==> config.mk <==
export PLATFORM = sky130hd
export DESIGN_NAME = uml_line_ctrl
export DESIGN_NICKNAME = d
export VERILOG_FILES = /design/src/uml_pkg.sv /design/src/uml_sync.sv /design/src/uml_line_ctrl.sv
export SDC_FILE = /design/constraint.sdc
export NUM_CORES = 1
export LEC_CHECK = 0
export BUFFER_PORTS_ARGS = -buffer_cell sky130_fd_sc_hd__buf_2
export CELL_PAD_IN_SITES_DETAIL_PLACEMENT = 0
export CELL_PAD_IN_SITES_GLOBAL_PLACEMENT = 2
export CORE_MARGIN = 3
export CORE_UTILIZATION = 32
export CTS_CLUSTER_DIAMETER = 80
export DETAILED_ROUTE_END_ITERATION = 12
export PLACE_DENSITY_LB_ADDON = 0.1
export SYNTH_ARGS = -nofsm -noshare
export SYNTH_HDL_FRONTEND = slang
export SYNTH_SLANG_ARGS = --single-unit
==> constraint.sdc <==
create_clock -name pclk -period 1.44 [get_ports pclk]
set_input_delay 0.072 -clock pclk [delete_from_list [all_inputs] [get_ports pclk]]
set_output_delay 0.072 -clock pclk [all_outputs]
set_load 0.02 [all_outputs]
==> src/uml_pkg.sv <==
package uml_pkg;
  // register byte offsets
  localparam logic [7:0] ADDR_FEAT_W  = 8'h00;  // enhanced_feature_reg
  localparam logic [7:0] ADDR_MODEM_W = 8'h04;  // modem_control_reg
  localparam logic [7:0] ADDR_EVSEL_W = 8'h08;  // interrupt_enable_reg
  localparam logic [7:0] ADDR_XFEAT_W = 8'h0C;  // extended_feature_reg
  localparam logic [7:0] ADDR_MSR    = 8'h10;  // line status
  localparam logic [7:0] ADDR_IST    = 8'h14;  // sticky events
  localparam logic [7:0] ADDR_ICLR   = 8'h18;  // event clear, write only
  localparam logic [7:0] ADDR_IEN    = 8'h1C;  // event enable
  // field positions
  localparam int FEAT_AUTO_RTS  = 6;
  localparam int FEAT_AUTO_CTS  = 7;
  localparam int MODEM_DTR      = 0;
  localparam int MODEM_RTS      = 1;
  localparam int MODEM_IR       = 6;
  localparam int EVSEL_RX_ACT   = 6;
  localparam int EVSEL_CTS_CHG  = 7;
  localparam int XFEAT_485_EN   = 2;
  localparam int XFEAT_485_POL  = 5;
  localparam int MSR_CTS       = 0;
  localparam int MSR_RXD       = 1;
  localparam int MSR_IR        = 2;
  localparam int MSR_TX_HALT   = 3;
  localparam int MSR_AUTO_RTS  = 4;
  // event bits
  localparam int EV_CTS_CHG    = 0;
  localparam int EV_HALT       = 1;
  localparam int EV_RX_ACTIVE  = 2;
  localparam int EV_W          = 3;
  localparam logic [7:0] REG_RESET = 8'h00;
  localparam logic [1:0] SYNC_RESET = 2'h3;
  // counter start; reaches STRAP_LOAD two edges after reset release, once the strap synchroniser is settled
  localparam logic [1:0] STRAP_WAIT = 2'h3;
  localparam logic [1:0] STRAP_LOAD = 2'h1;
  localparam logic [1:0] STRAP_DONE = 2'h0;
  localparam logic [1:0] STRAP_STEP = 2'h1;
endpackage : uml_pkg

==> src/uml_sync.sv <==
`timescale 1ns/100ps
`default_nettype none
// two-stage synchroniser; first stage feeds only the second
module uml_sync #(
  parameter logic RESET_VAL = 1'b1
) (
  input  wire logic clk,
  input  wire logic rst_n,
  input  wire logic d,
  output logic      q
);
  logic meta_r;
  logic meta_nxt;
  logic q_nxt;

  always_comb begin
    meta_nxt = d;
    q_nxt    = meta_r;
  end

  always_ff @(posedge clk or negedge rst_n) begin
    if (!rst_n) begin
      meta_r <= RESET_VAL;
      q      <= RESET_VAL;
    end else begin
      meta_r <= meta_nxt;
      q      <= q_nxt;
    end
  end
endmodule : uml_sync
`default_nettype wire

==> src/uml_line_ctrl.sv <==
// Functional notes
// - rx idles high in normal mode and low in infrared mode.
// - in infrared mode rx passes through the infrared decoder before the receiver.
// - the rts output serves auto flow control or rs485 direction control.
// - extended feature bit 2 selects rs485 direction control on rts; bit 5 sets its polarity.
// - auto rts runs only after rts was first asserted through modem control bit 1.
// - with enhanced feature bit 7 set, transmit halts while cts is deasserted.
// - under auto cts, transmit resumes once cts is asserted again.
// - without auto flow control, cts is readable by software as an input.
// - dtr is an active-low output that software drives as a general output.
// - tx idles high normally and low with active-high pulses in infrared mode.
// - the infrared start input is taken at reset release, then software bit 6 rules.
`timescale 1ns/100ps
`default_nettype none
module uml_line_ctrl (
  input  wire logic        pclk,
  input  wire logic        presetn,
  input  wire logic        psel,
  input  wire logic        penable,
  input  wire logic        pwrite,
  input  wire logic [7:0]  paddr,
  input  wire logic [31:0] pwdata,
  output logic [31:0]      prdata,
  output logic             pready,
  output logic             pslverr,
  output logic             irq,
  input  wire logic        infrared_start_select,
  input  wire logic        rx_pin,
  output logic             rx_data,
  input  wire logic        ir_rx_decoded,
  output logic             ir_rx_raw,
  input  wire logic        tx_serial,
  input  wire logic        ir_tx_pulse,
  output logic             tx_pin,
  input  wire logic        tx_busy,
  input  wire logic        tx_data_avail,
  output logic             tx_go,
  input  wire logic        rx_above_trigger,
  input  wire logic        cts_n_pin,
  output logic             rts_n_pin,
  output logic             dtr_n_pin,
  output logic             ir_mode
);
  // control registers
  logic [7:0]               feat_r;
  logic [7:0]               feat_nxt;
  logic [7:0]               modem_r;
  logic [7:0]               modem_nxt;
  logic [7:0]               evsel_r;
  logic [7:0]               evsel_nxt;
  logic [7:0]               xfeat_r;
  logic [7:0]               xfeat_nxt;
  logic [uml_pkg::EV_W-1:0] ien_r;
  logic [uml_pkg::EV_W-1:0] ien_nxt;
  logic [1:0]               strap_wait_r;
  logic [1:0]               strap_wait_nxt;
  // flow control state
  logic                     rts_armed_r;
  logic                     rts_armed_nxt;
  logic                     halted_r;
  logic                     halted_nxt;
  logic                     rts_n_r;
  logic                     rts_n_nxt;
  logic                     dtr_n_r;
  logic                     dtr_n_nxt;
  logic                     tx_r;
  logic                     tx_nxt;
  // event state
  logic [uml_pkg::EV_W-1:0] ist_r;
  logic [uml_pkg::EV_W-1:0] ist_nxt;
  logic                     cts_prev_r;
  logic                     cts_prev_nxt;
  logic [uml_pkg::EV_W-1:0] ev;
  logic [uml_pkg::EV_W-1:0] clr;
  // read path
  logic [31:0]              prdata_nxt;
  // synchronised pins and decodes
  logic                     cts_n_s;
  logic                     rx_s;
  logic                     strap_s;
  logic                     wr;
  logic                     rd;
  logic                     auto_cts;
  logic                     auto_rts;
  logic                     rs485;

  // pins from outside the clock domain
  uml_sync #(
    .RESET_VAL(1'b1)
  ) u_cts (
    .clk   (pclk),
    .rst_n (presetn),
    .d     (cts_n_pin),
    .q     (cts_n_s)
  );
  uml_sync #(
    .RESET_VAL(1'b1)
  ) u_rx (
    .clk   (pclk),
    .rst_n (presetn),
    .d     (rx_pin),
    .q     (rx_s)
  );
  // strap stage resets low, so its value is only trusted after two edges
  uml_sync #(
    .RESET_VAL(1'b0)
  ) u_ir (
    .clk   (pclk),
    .rst_n (presetn),
    .d     (infrared_start_select),
    .q     (strap_s)
  );

  function automatic logic [7:0] wr_byte(input logic [7:0] cur, input logic hit);
    wr_byte = hit ? pwdata[7:0] : cur;
  endfunction : wr_byte

  function automatic logic wr_hit(input logic [7:0] a);
    wr_hit = wr && (paddr == a);
  endfunction : wr_hit

  assign wr       = psel && penable && pwrite;
  assign rd       = psel && !pwrite;
  assign pready   = 1'b1;
  assign pslverr  = 1'b0;
  assign ir_mode  = modem_r[uml_pkg::MODEM_IR];
  assign auto_cts = feat_r[uml_pkg::FEAT_AUTO_CTS];
  assign auto_rts = feat_r[uml_pkg::FEAT_AUTO_RTS];
  assign rs485    = xfeat_r[uml_pkg::XFEAT_485_EN];
  // infrared: raw pulses to the decoder, decoded stream to the receiver
  assign ir_rx_raw = ir_mode ? rx_s : 1'b0;
  // receiver sees idle-high in both modes; ir idle low is decoded to high
  assign rx_data   = ir_mode ? ir_rx_decoded : rx_s;
  assign tx_go     = tx_data_avail && !(auto_cts && halted_r);
  assign rts_n_pin = rts_n_r;
  assign dtr_n_pin = dtr_n_r;
  assign tx_pin    = tx_r;
  assign irq       = |(ist_r & ien_r);

  // register group
  always_comb begin
    feat_nxt  = wr_byte(feat_r, wr_hit(uml_pkg::ADDR_FEAT_W));
    modem_nxt = wr_byte(modem_r, wr_hit(uml_pkg::ADDR_MODEM_W));
    evsel_nxt = wr_byte(evsel_r, wr_hit(uml_pkg::ADDR_EVSEL_W));
    xfeat_nxt = wr_byte(xfeat_r, wr_hit(uml_pkg::ADDR_XFEAT_W));
    ien_nxt   = wr_hit(uml_pkg::ADDR_IEN) ? pwdata[uml_pkg::EV_W-1:0] : ien_r;
    strap_wait_nxt = strap_wait_r;
    if (strap_wait_r != uml_pkg::STRAP_DONE) begin
      strap_wait_nxt = strap_wait_r - uml_pkg::STRAP_STEP;
    end
    // strap taken once the synchroniser shows the pin, not its reset value
    if (strap_wait_r == uml_pkg::STRAP_LOAD) begin
      modem_nxt[uml_pkg::MODEM_IR] = strap_s;
    end
  end

  always_ff @(posedge pclk or negedge presetn) begin
    if (!presetn) begin
      feat_r       <= uml_pkg::REG_RESET;
      modem_r      <= uml_pkg::REG_RESET;
      evsel_r      <= uml_pkg::REG_RESET;
      xfeat_r      <= uml_pkg::REG_RESET;
      ien_r        <= '0;
      strap_wait_r <= uml_pkg::STRAP_WAIT;
    end else begin
      feat_r       <= feat_nxt;
      modem_r      <= modem_nxt;
      evsel_r      <= evsel_nxt;
      xfeat_r      <= xfeat_nxt;
      ien_r        <= ien_nxt;
      strap_wait_r <= strap_wait_nxt;
    end
  end

  // flow control group
  always_comb begin
    // auto rts only arms after software has asserted rts once
    rts_armed_nxt = rts_armed_r | modem_r[uml_pkg::MODEM_RTS];
    if (!auto_rts) begin
      rts_armed_nxt = 1'b0;
    end
    // halt only between characters, so a shifting one finishes
    halted_nxt = halted_r;
    if (cts_n_s && !tx_busy) begin
      halted_nxt = 1'b1;
    end else if (!cts_n_s) begin
      halted_nxt = 1'b0;
    end
    // rts source select
    if (rs485) begin
      rts_n_nxt = xfeat_r[uml_pkg::XFEAT_485_POL] ? !tx_busy : tx_busy;
    end else if (auto_rts && rts_armed_r) begin
      rts_n_nxt = rx_above_trigger;
    end else begin
      rts_n_nxt = !modem_r[uml_pkg::MODEM_RTS];
    end
    dtr_n_nxt = !modem_r[uml_pkg::MODEM_DTR];
    // ir idles low with high pulses, normal idles high
    tx_nxt = ir_mode ? ir_tx_pulse : tx_serial;
  end

  always_ff @(posedge pclk or negedge presetn) begin
    if (!presetn) begin
      rts_armed_r  <= 1'b0;
      halted_r     <= 1'b0;
      rts_n_r      <= 1'b1;
      dtr_n_r      <= 1'b1;
      tx_r         <= 1'b1;
    end else begin
      rts_armed_r  <= rts_armed_nxt;
      halted_r     <= halted_nxt;
      rts_n_r      <= rts_n_nxt;
      dtr_n_r      <= dtr_n_nxt;
      tx_r         <= tx_nxt;
    end
  end

  // event group
  always_comb begin
    cts_prev_nxt = cts_n_s;
    ev = '0;
    ev[uml_pkg::EV_CTS_CHG]   = (cts_prev_r != cts_n_s) && evsel_r[uml_pkg::EVSEL_CTS_CHG];
    ev[uml_pkg::EV_HALT]      = !halted_r && halted_nxt && auto_cts;
    ev[uml_pkg::EV_RX_ACTIVE] = (rx_data == 1'b0) && evsel_r[uml_pkg::EVSEL_RX_ACT];
    clr = wr_hit(uml_pkg::ADDR_ICLR) ? pwdata[uml_pkg::EV_W-1:0] : '0;
    // set wins over clear, so an event in the clear cycle is not lost
    ist_nxt = (ist_r & ~clr) | ev;
  end

  always_ff @(posedge pclk or negedge presetn) begin
    if (!presetn) begin
      ist_r        <= '0;
      cts_prev_r   <= 1'b1;
    end else begin
      ist_r        <= ist_nxt;
      cts_prev_r   <= cts_prev_nxt;
    end
  end

  // read group: setup-phase read registers data for the access phase
  always_comb begin
    prdata_nxt = '0;
    if (rd) begin
      case (paddr)
        uml_pkg::ADDR_FEAT_W:  prdata_nxt[7:0] = feat_r;
        uml_pkg::ADDR_MODEM_W: prdata_nxt[7:0] = modem_r;
        uml_pkg::ADDR_EVSEL_W: prdata_nxt[7:0] = evsel_r;
        uml_pkg::ADDR_XFEAT_W: prdata_nxt[7:0] = xfeat_r;
        uml_pkg::ADDR_MSR: begin
          prdata_nxt[uml_pkg::MSR_CTS]      = !cts_n_s;
          prdata_nxt[uml_pkg::MSR_RXD]      = rx_s;
          prdata_nxt[uml_pkg::MSR_IR]       = ir_mode;
          prdata_nxt[uml_pkg::MSR_TX_HALT]  = auto_cts && halted_r;
          prdata_nxt[uml_pkg::MSR_AUTO_RTS] = rts_armed_r;
        end
        uml_pkg::ADDR_IST:   prdata_nxt[uml_pkg::EV_W-1:0] = ist_r;
        uml_pkg::ADDR_IEN:   prdata_nxt[uml_pkg::EV_W-1:0] = ien_r;
        default:             prdata_nxt = '0;
      endcase
    end
  end

  always_ff @(posedge pclk or negedge presetn) begin
    if (!presetn) begin
      prdata       <= '0;
    end else begin
      prdata       <= prdata_nxt;
    end
  end

  dtr_follow_a: assert property (@(posedge pclk) disable iff (!presetn)
    ##1 dtr_n_pin == !$past(modem_r[uml_pkg::MODEM_DTR]))
    else $error("dtr does not follow control bit");
  rts_gpio_a: assert property (@(posedge pclk) disable iff (!presetn)
    (!rs485 && !auto_rts) |=> rts_n_pin == !$past(modem_r[uml_pkg::MODEM_RTS]))
    else $error("rts does not follow control bit");
  strap_load_a: assert property (@(posedge pclk) disable iff (!presetn)
    (strap_wait_r == uml_pkg::STRAP_LOAD) |=> ir_mode == $past(strap_s))
    else $error("infrared strap not loaded");
  ev_sticky_a: assert property (@(posedge pclk) disable iff (!presetn)
    (ev != '0) |=> (ist_r & $past(ev)) == $past(ev))
    else $error("event lost from status");
  cts_halt_a: assert property (@(posedge pclk) disable iff (!presetn)
    (auto_cts && halted_r) |-> !tx_go)
    else $error("transmit started while halted");
  cts_resume_a: assert property (@(posedge pclk) disable iff (!presetn)
    (auto_cts && !cts_n_s && tx_data_avail) |=> (tx_go || !tx_data_avail))
    else $error("transmit did not resume");
  halt_busy_a: assert property (@(posedge pclk) disable iff (!presetn)
    $rose(halted_r) |-> !$past(tx_busy))
    else $error("halt cut a character");
  rs485_dir_a: assert property (@(posedge pclk) disable iff (!presetn)
    (rs485 && $past(rs485) && !xfeat_r[uml_pkg::XFEAT_485_POL]
      && $past(!xfeat_r[uml_pkg::XFEAT_485_POL]))
    |-> rts_n_pin == $past(tx_busy))
    else $error("rs485 direction wrong");
  rts_arm_a: assert property (@(posedge pclk) disable iff (!presetn)
    $rose(rts_armed_r) |-> $past(modem_r[uml_pkg::MODEM_RTS]))
    else $error("auto rts armed without rts");
  tx_ir_a: assert property (@(posedge pclk) disable iff (!presetn)
    ##1 tx_pin == ($past(ir_mode) ? $past(ir_tx_pulse) : $past(tx_serial)))
    else $error("tx source wrong");
  rx_route_a: assert property (@(posedge pclk) disable iff (!presetn)
    (ir_mode |-> rx_data == ir_rx_decoded) and (!ir_mode |-> ir_rx_raw == 1'b0))
    else $error("rx routing wrong");
endmodule : uml_line_ctrl
`default_nettype wire

# Word level (Yosys, flattened, before mapping)
# Cells that the tools add are included.
dict set report classes {
  shift 0
  reduce_logical 28
  magnitude_cmp 0
  eq_ne 9
  muxes 16
  mul 0
  n_bitwise 6
  n_addsub 1
  div 0
}
# op n
set op_table {}
lappend op_table {{$eq 8x5->1 const B} 4}
lappend op_table {{$pmux 3 s7} 1}
lappend op_table {{$logic_and 1x1->1} 17}
lappend op_table {{$eq 8x4->1 const B} 2}
lappend op_table {{$pmux 3 s4} 1}
lappend op_table {{$mux 1} 10}
lappend op_table {{$pmux 2 s5} 1}
lappend op_table {{$eq 8x3->1 const B} 1}
lappend op_table {{$logic_not 8->1} 1}
lappend op_table {{$mux 8} 1}
lappend op_table {{$logic_not 1->1} 7}
lappend op_table {{$mux 7} 1}
lappend op_table {{$and 3x3->3} 2}
lappend op_table {{$reduce_bool 2->1} 2}
lappend op_table {{$mux 3} 1}
lappend op_table {{$not 3->3} 1}
lappend op_table {{$or 3x3->3} 1}
lappend op_table {{$reduce_or 3->1} 1}
lappend op_table {{$eq 2x1->1 const B} 1}
lappend op_table {{$sub 2x1->2 const B} 1}
lappend op_table {{$ne 1x1->1} 1}
lappend op_table {{$not 1->1} 1}
lappend op_table {{$or 1x1->1} 1}
dict set report totals {
  latch_bits 0
  inputBits 54
  ff_bits 60
  memories 0
  elab_cells 81
  mem_bits_rw 0
  out_inout_bits 42
  rom_bits 0
}

# Logic depth before layout (Yosys ltp)
# Gate-level depths: netlist of the first run.
dict set report depth {
  depth_word 7
  ltp_mapped 6
  mapped_depth_nobuf 4
}

# Hierarchy
# From an unflattened synthesis of the first run, not the netlist that was laid out.
dict set report hier_totals {
  hier_cells 218
  hier_area_um2 2872.8
}
# module n_inst cells_per_inst area_each_um2
set modules_own_cells {}
lappend modules_own_cells {uml_line_ctrl 1 212 2717.6}
lappend modules_own_cells {{uml_sync (u_cts ...)} 2 2 52.6}
lappend modules_own_cells {{uml_sync (u_ir)} 1 2 50.0}

# Worst setup path before layout of the first run
# OpenSTA, ideal clock, no wires.
dict set report synth_path {
  path_kind {input to register}
  from {input paddr[3]}
  to {register modem_r[6]}
  slack_ns 0.045
  cell_stages 5
  t_required_ns 1.315
  t_arrival_ns 1.270
  path_cell_list {buf_6 -> nor4b_4 -> nand3_4 -> mux2_4 -> mux2_2}
}
dict set report synth_via {
  elab_chain_len 3
}
# element line_no
set synth_lines {}
lappend synth_lines {{from (decl)} uml_line_ctrl.sv:21} ;# input wire logic [7:0] paddr,
lappend synth_lines {{$eq 8x3->1} uml_line_ctrl.sv:119} ;# wr_hit = wr && (paddr == a);
lappend synth_lines {{$logic_and 1x1->1} uml_line_ctrl.sv:119}
lappend synth_lines {{$reduce_bool 2->1 (no source line)} --}
lappend synth_lines {{to (signal assigned)} uml_line_ctrl.sv:160} ;# modem_r <= uml_pkg::REG_RESET;
lappend synth_lines {{to (signal assigned)} uml_line_ctrl.sv:167} ;# modem_r <= modem_nxt;
lappend synth_lines {{to (decl)} uml_line_ctrl.sv:47} ;# logic [7:0] modem_r;
# Every way passes these cells.
# A chain may end at the register's enable or synchronous reset.

# Worst setup path after layout of the first run
dict set report layout_path {
  from {register modem_r[6]}
  to {register tx_r, in the netlist tx_pin}
}
dict set report layout_via {
  elab_chain_len 1
}
# element line_no
set layout_lines {}
lappend layout_lines {{$mux 1} uml_line_ctrl.sv:199} ;# tx_nxt = ir_mode ? ir_tx_pulse : tx_serial;
lappend layout_lines {{via tx_nxt} uml_line_ctrl.sv:67} ;# logic tx_nxt;
lappend layout_lines {{to (signal assigned)} uml_line_ctrl.sv:214} ;# tx_r <= tx_nxt;
lappend layout_lines {{to (decl)} uml_line_ctrl.sv:66} ;# logic tx_r;
# The timed path passes the listed nets, and every way through them passes these cells.

==> metrics.cfg, run 1 <==
[power_and_ir_drop]
swShare=0.250
power_frac_clock=0.397
p_comb_frac=0.100
power.switching_mw=0.873
power_mw=3.49
p_leak_nw=1.77
power_density_mw_per_mm2=981
ir_worst_vdd_v=0.000398
p_int_mw=2.62
seqPwrFrac=0.503

[critical_path]
rr_worst_depth=2
path_class=flip-flop to flip-flop
required_ps=1690
cp-end-kind=flip-flop
r2r_setup_slack_ps=50
startpoint_type=flip-flop
path_max_fanout=6
crit_arrival_ps=1640

[clocking]
cts_tree=built
insertion_delay_ps=320
numCtsBuffers=9
cts.sinks=60
htreeDepth=3
clk_pin_slew_ps=70
cts_buffer_depth=2
cts-root-buf=clkbuf_8

[global_route]
overflow=0
grt_max_degree=61
grt_pass1_vias=1887
grt_first_pass_wirelength_um=10900
grt_util_all_layers=0.144
antenna_found_initial=0

[floorplan]
core_area_sq_mm=0.00876
num_rows=34
fp.dieW_um=101
die_area_sq_mm=0.0102
start_util=0.330
die_h_um=101
boundaryPins=96

[worst_hold_path]
hold-path-cell-count=2
hp-class=input pin to flip-flop

[synth]
synth-seq-cells=60
yosys_warnings=0
yosysUniqueCellTypes=45
syn_area_sq_mm=0.00290
synth-edff-count=0
syn_avg_cell_area_sq_um=12.9
synthArstFlopShare=1.00
synth_cells=225
seq_area_frac_synth=0.523
synth_flop_cell=dfrtp_1

[run_status]
status=finished, final reports clean

[final_layout]
fin_area_sq_mm=0.00356
drive_above_1_share=0.466
mostFrequentLayoutCells=dfrtp_1, buf_2, mux2_2
fillers=870
fin_util=0.406
mostFrequentLayoutCell=dfrtp_1
diodes=0
nets=357
area_growth_pct=22.8

[detailed_routing]
drc=0
vias_per_cell=4.71
dr.pass1.iters=4
drtAntennaViolNets=0
wl_per_cell_um=17.0
drt_wl_total_um=7040
vias=1945
drtIter0Drc=52

[flow_run]
drv_cap=0

[sta]
setup_violations=0
clock_skew_ps=5.39
finalHoldViolations=0
fmax_ghz=0.718
finalSetupTns_ps=0
final-max-slew-violation-count=0
fin_crit_sh=0.967
fin_crit_ps=1390

[placement]
place_area_sq_mm=0.00328
io_buffers=45
gp_congestion=0.782
dpl.hpwl_um=5100

==> timing repair <==
item	4_1_cts	5_1_grt
buffers inserted	0	3
pin swaps	0	1
gates resized for setup	1	0
hold buffers	7	0
endpoints found under the hold margin	55	0
setup endpoints to repair	1	2
==> critical path, cell delays in order, from the launching register on <==
cell           delay, ps
dfrtp_2              430
mux2_2               340
dlygate4sd3_1        550
==> cell usage after synthesis (2+ instances only) <==
cell	count	area, sq um
a22o_1	2	17.5
ha_1	2	25.0
dfrtp_1	50	1250
and2_1	2	12.5
mux2i_1	9	90.1
xnor2_1	2	17.5
mux4_2	3	67.6
mux2_2	39	439
a21oi_1	10	50.1
and4_1	2	17.5
nand2_1	9	33.8
buf_2	2	10.0
nand3_1	5	25.0
a31oi_1	2	12.5
conb_1	2	7.51
o21ai_0	2	10.0
nor2_1	5	18.8
inv_1	9	33.8
nand2_2	3	18.8
o22ai_1	2	12.5
and3_1	5	31.3
dfstp_2	10	263
buf_4	26	195
==> metal layers <==
metal	GRT usage	routed length, um	share of wire	up-vias
met4	0.0399	31	0.0044	0
met5	0	0	0	-
met1	0.207	3280	0.47	973
li1	-	-	-	908
met2	0.215	3290	0.47	62
met3	0.0381	428	0.061	2
==> registers in the layout (all words and copies together) (netlist names), 2 cells and up <==
signal        flops
feat_r            8
xfeat_r           8
strap_wait_r      2
ist_r             3
prdata            8
modem_r           8
ien_r             3
evsel_r           8
==> cell type report <==
type	instances	area, sq um	area share
tap	108	135	0.0380
inverter	9	33.8	0.00950
multi-input combinational	150	1220	0.342
timing repair buffer	71	475	0.134
sequential	60	1520	0.426
clock inverter	2	10.0	0.00281
clock buffer	13	169	0.0475
==> logic make-up after synthesis <==
kind of cell | share of synthesized area
xor gates and xnor gates | 0.00908
muxes | 0.211
adders and majority gates | 0.00864
AOI/OAI and AO/OA | 0.0596
and+or+nand+nor | 0.0981
DFF | 0.523
other | 0.00259
buffers and inverters | 0.0877
==> power groups by stage <==
| stage | combinational, mW | clock [mW] | sequential, mW |
|---|---|---|---|
| floorplan | 0.220 | 0 | 1.78 |
| global placement | 0.336 | 0 | 1.78 |
| detailed placement | 0.336 | 0 | 1.79 |
| CTS | 0.351 | 1.44 | 1.76 |
| global route | 0.382 | 1.51 | 1.76 |
| finish | 0.348 | 1.39 | 1.76 |
==> final timing paths <==
path	startpoint	endpoint
hold reg to reg	u_ir.meta_r	u_ir.q
setup reg to reg	modem_r[6]	tx_pin
setup / recovery	modem_r[6]	tx_pin
min in group asynchronous	presetn	prdata[0]
max in group asynchronous	presetn	strap_wait_r[0]
hold / removal	pwdata[5]	feat_r[5]
==> per-stage QoR <==
stage / hold WS [ps] / setup WS (ps) / std cells
detailed placement: 112 / -95.7 / 388
CTS: 8.37 / 14.0 / 410
global route: 15.0 / -2.07 / 413
floorplan: -224 / 44.8 / 249
finish: 23.2 / 47.1 / 413
global placement: 111 / -91.0 / 388
(Power assumes the default switching activity.)
==> inputs of run 2 (changes only) <==
Settings changed: CORE_UTILIZATION 32 to 29, TNS_END_PERCENT from default to 5.
Clock period 1.44 ns to 1.15 ns, I/O delays scaled along.
==> metrics.cfg, run 2 (synthesized netlist as in run 1, its figures left out) <==
[clocking]
cts_tree=built  ; unchanged
clk_pin_slew_ps=70  ; about the same
cts_buffer_depth=2  ; unchanged
htreeDepth=3  ; unchanged
cts-root-buf=clkbuf_8  ; unchanged
numCtsBuffers=9  ; unchanged
cts.sinks=60  ; unchanged
insertion_delay_ps=340  ; was 320 ps

[global_route]
antenna_found_initial=0  ; unchanged
overflow=0  ; unchanged
grt_pass1_vias=2012  ; was 1887
grt_first_pass_wirelength_um=11700  ; was 10900 um
grt_util_all_layers=0.139  ; was 0.144
grt_max_degree=21  ; was 61

[final_layout]
fin_cells=462  ; was 413
diodes=0  ; unchanged
area_growth_pct=34.4  ; was 22.8%
fillers=954  ; was 870
fin_util=0.411  ; was 0.406
multi_input_area_sq_mm=0.00127  ; was 0.00122 sq mm
drive_above_1_share=0.523  ; was 0.466
mostFrequentLayoutCell=dfrtp_1  ; unchanged
nets=384  ; was 357
mostFrequentLayoutCells=dfrtp_1, buf_2, mux2_2, buf_4, conb_1  ; was dfrtp_1, buf_2, mux2_2
seq_area_sq_mm=0.00151  ; was 0.00152 sq mm

[critical_path]
worst-path-buf-inv=2  ; was 1
crit_slowest_cell=dfrtp_1  ; was dlygate4sd3_1
critPathLaunch=modem_r[6]  ; unchanged
path_class=flip-flop to output pin  ; was flip-flop to flip-flop
slowest_delay_ps=350  ; was 550 ps
cp-end-kind=output pin  ; was flip-flop
startpoint_type=flip-flop  ; unchanged
crit_arrival_ps=1290  ; was 1640 ps
cp_top_family=flip-flops  ; was buffers and inverters
required_ps=1090  ; was 1690 ps
path_max_fanout=2  ; was 6
cp_cell_sequence=buf_4 > mux2_2 > buf_2  ; was mux2_2 > dlygate4sd3_1
r2r-start=modem_r[6]  ; unchanged

[detailed_routing]
drtIter0Drc=52  ; unchanged
drt_wl_total_um=7500  ; was 7040 um
vias_per_cell=4.40  ; was 4.71
vias=2035  ; was 1945
dr.pass1.iters=4  ; unchanged
drtAntennaViolNets=0  ; unchanged
wl_per_cell_um=16.2  ; was 17.0 um
drc=0  ; unchanged

[floorplan]
fp.dieW_um=106  ; was 101 um
die_h_um=106  ; was 101 um
core_area_sq_mm=0.00946  ; was 0.00876 sq mm
start_util=0.306  ; was 0.330
num_rows=35  ; was 34
die_area_sq_mm=0.0112  ; was 0.0102 sq mm
boundaryPins=96  ; unchanged

[placement]
gp_congestion=0.776  ; was 0.782
dp.cells=431  ; was 388
io_buffers=45  ; unchanged
dpl.hpwl_um=5580  ; was 5100 um

[sta]
clock_skew_ps=11.8  ; was 5.39 ps
fmax_ghz=0.743
whs_ps=42.9  ; was 23.2 ps
finalHoldViolations=0  ; unchanged
setup_violations=8  ; was 0
rsz0062_at_grt=true
finalSetupTns_ps=-914  ; was 0 ps
fin_crit_ps=1350
final-max-slew-violation-count=0  ; unchanged
fin_ws_ps=-196  ; was 47.1 ps
fin_crit_sh=1.17

[power_and_ir_drop]
power_frac_clock=0.442  ; was 0.397
p_int_mw=3.65  ; was 2.62 mW
seqPwrFrac=0.455  ; was 0.503
p_comb_frac=0.103  ; was 0.100
swShare=0.244  ; was 0.250
power_mw=4.83  ; was 3.49 mW
ir_worst_vdd_v=0.000655  ; was 0.000398 V
power_density_mw_per_mm2=1240  ; was 981 mW/mm^2
power.switching_mw=1.18  ; was 0.873 mW
p_leak_nw=1.91  ; was 1.77 nW

[flow_run]
drv_cap=0  ; unchanged

[run_status]
status=finished, violations left  ; was finished, final reports clean
violations=setup timing

[worst_hold_path]
hp-class=input pin to flip-flop  ; unchanged
hold_start=rx_above_trigger  ; was pwdata[5]

-- run 2: changes by cell type in the layout (fill, tap and decap cells not counted), sizes merged --
cell         before  now
clkbuf           13   10
dlygate4sd3       7   12
bufinv            0    2
clkinvlp          0    3
buf              64   86
clkinv            2    1
-- run 2: area by class of cell --
type / count / share of cell area
clock buffer: 10 / 0.0354
clock inverter: 6 / 0.0225
inverter: 9 / 0.00868
multi-input combinational: 150 / 0.325
sequential: 60 / 0.389
tap: 129 / 0.0415
timing repair buffer: 98 / 0.177
-- run 2: path summary, 6_finish.rpt --
kind                        endpoint  slack [ps]  depth (start not counted)
setup reg to reg           prdata[6]        -150                          5
min in group asynchronous   ist_r[0]         160                          2
setup / recovery             rx_data        -200                          3
hold reg to reg               u_rx.q         360                          0
max in group asynchronous     u_rx.q         440                          3
hold / removal             rts_n_pin          40                          3
-- run 2: timing repair --
action / 4_1_cts / 5_1_grt
gates resized for setup: 8 / 9
hold buffers: 12 / 0
pin swaps: 2 / 5
setup endpoints to repair: 8 / 16
hold endpoints to repair: 76 / 0
setup buffers: 2 / 1
-- run 2: worst register-to-register path, stage by stage (launching register included) --
cell and delay (ps):
dfrtp_1 380, buf_4 140, buf_6 110, mux4_2 430, nand2_1 80, nor2_1 50
-- run 2: stage by stage --
stage / setup WS [ps] / cell area, sq um
2_1_floorplan: -166 / 2990
3_3_place_gp: -307 / 3460
3_5_place_dp: -313 / 3460
5_1_grt: -258 / 3890
4_1_cts: -235 / 3850
6_report: -196 / 3890
-- run 2: power groups by stage --
stage / clock [mW] / sequential (mW) / combinational [mW]
2_1_floorplan: 0 / 2.23 / 0.277
3_3_place_gp: 0 / 2.24 / 0.464
3_5_place_dp: 0 / 2.24 / 0.460
4_1_cts: 2.21 / 2.20 / 0.498
5_1_grt: 2.33 / 2.20 / 0.543
6_report: 2.14 / 2.20 / 0.499
-- run 2: routing by layer --
layer  up-vias  global-route usage  wire [um]
met4         0              0.0500         88
met1      1007               0.191       3440
met5         -                   0          0
li1        962                   -          -
met2        59               0.215       3620
met3         7              0.0328        352
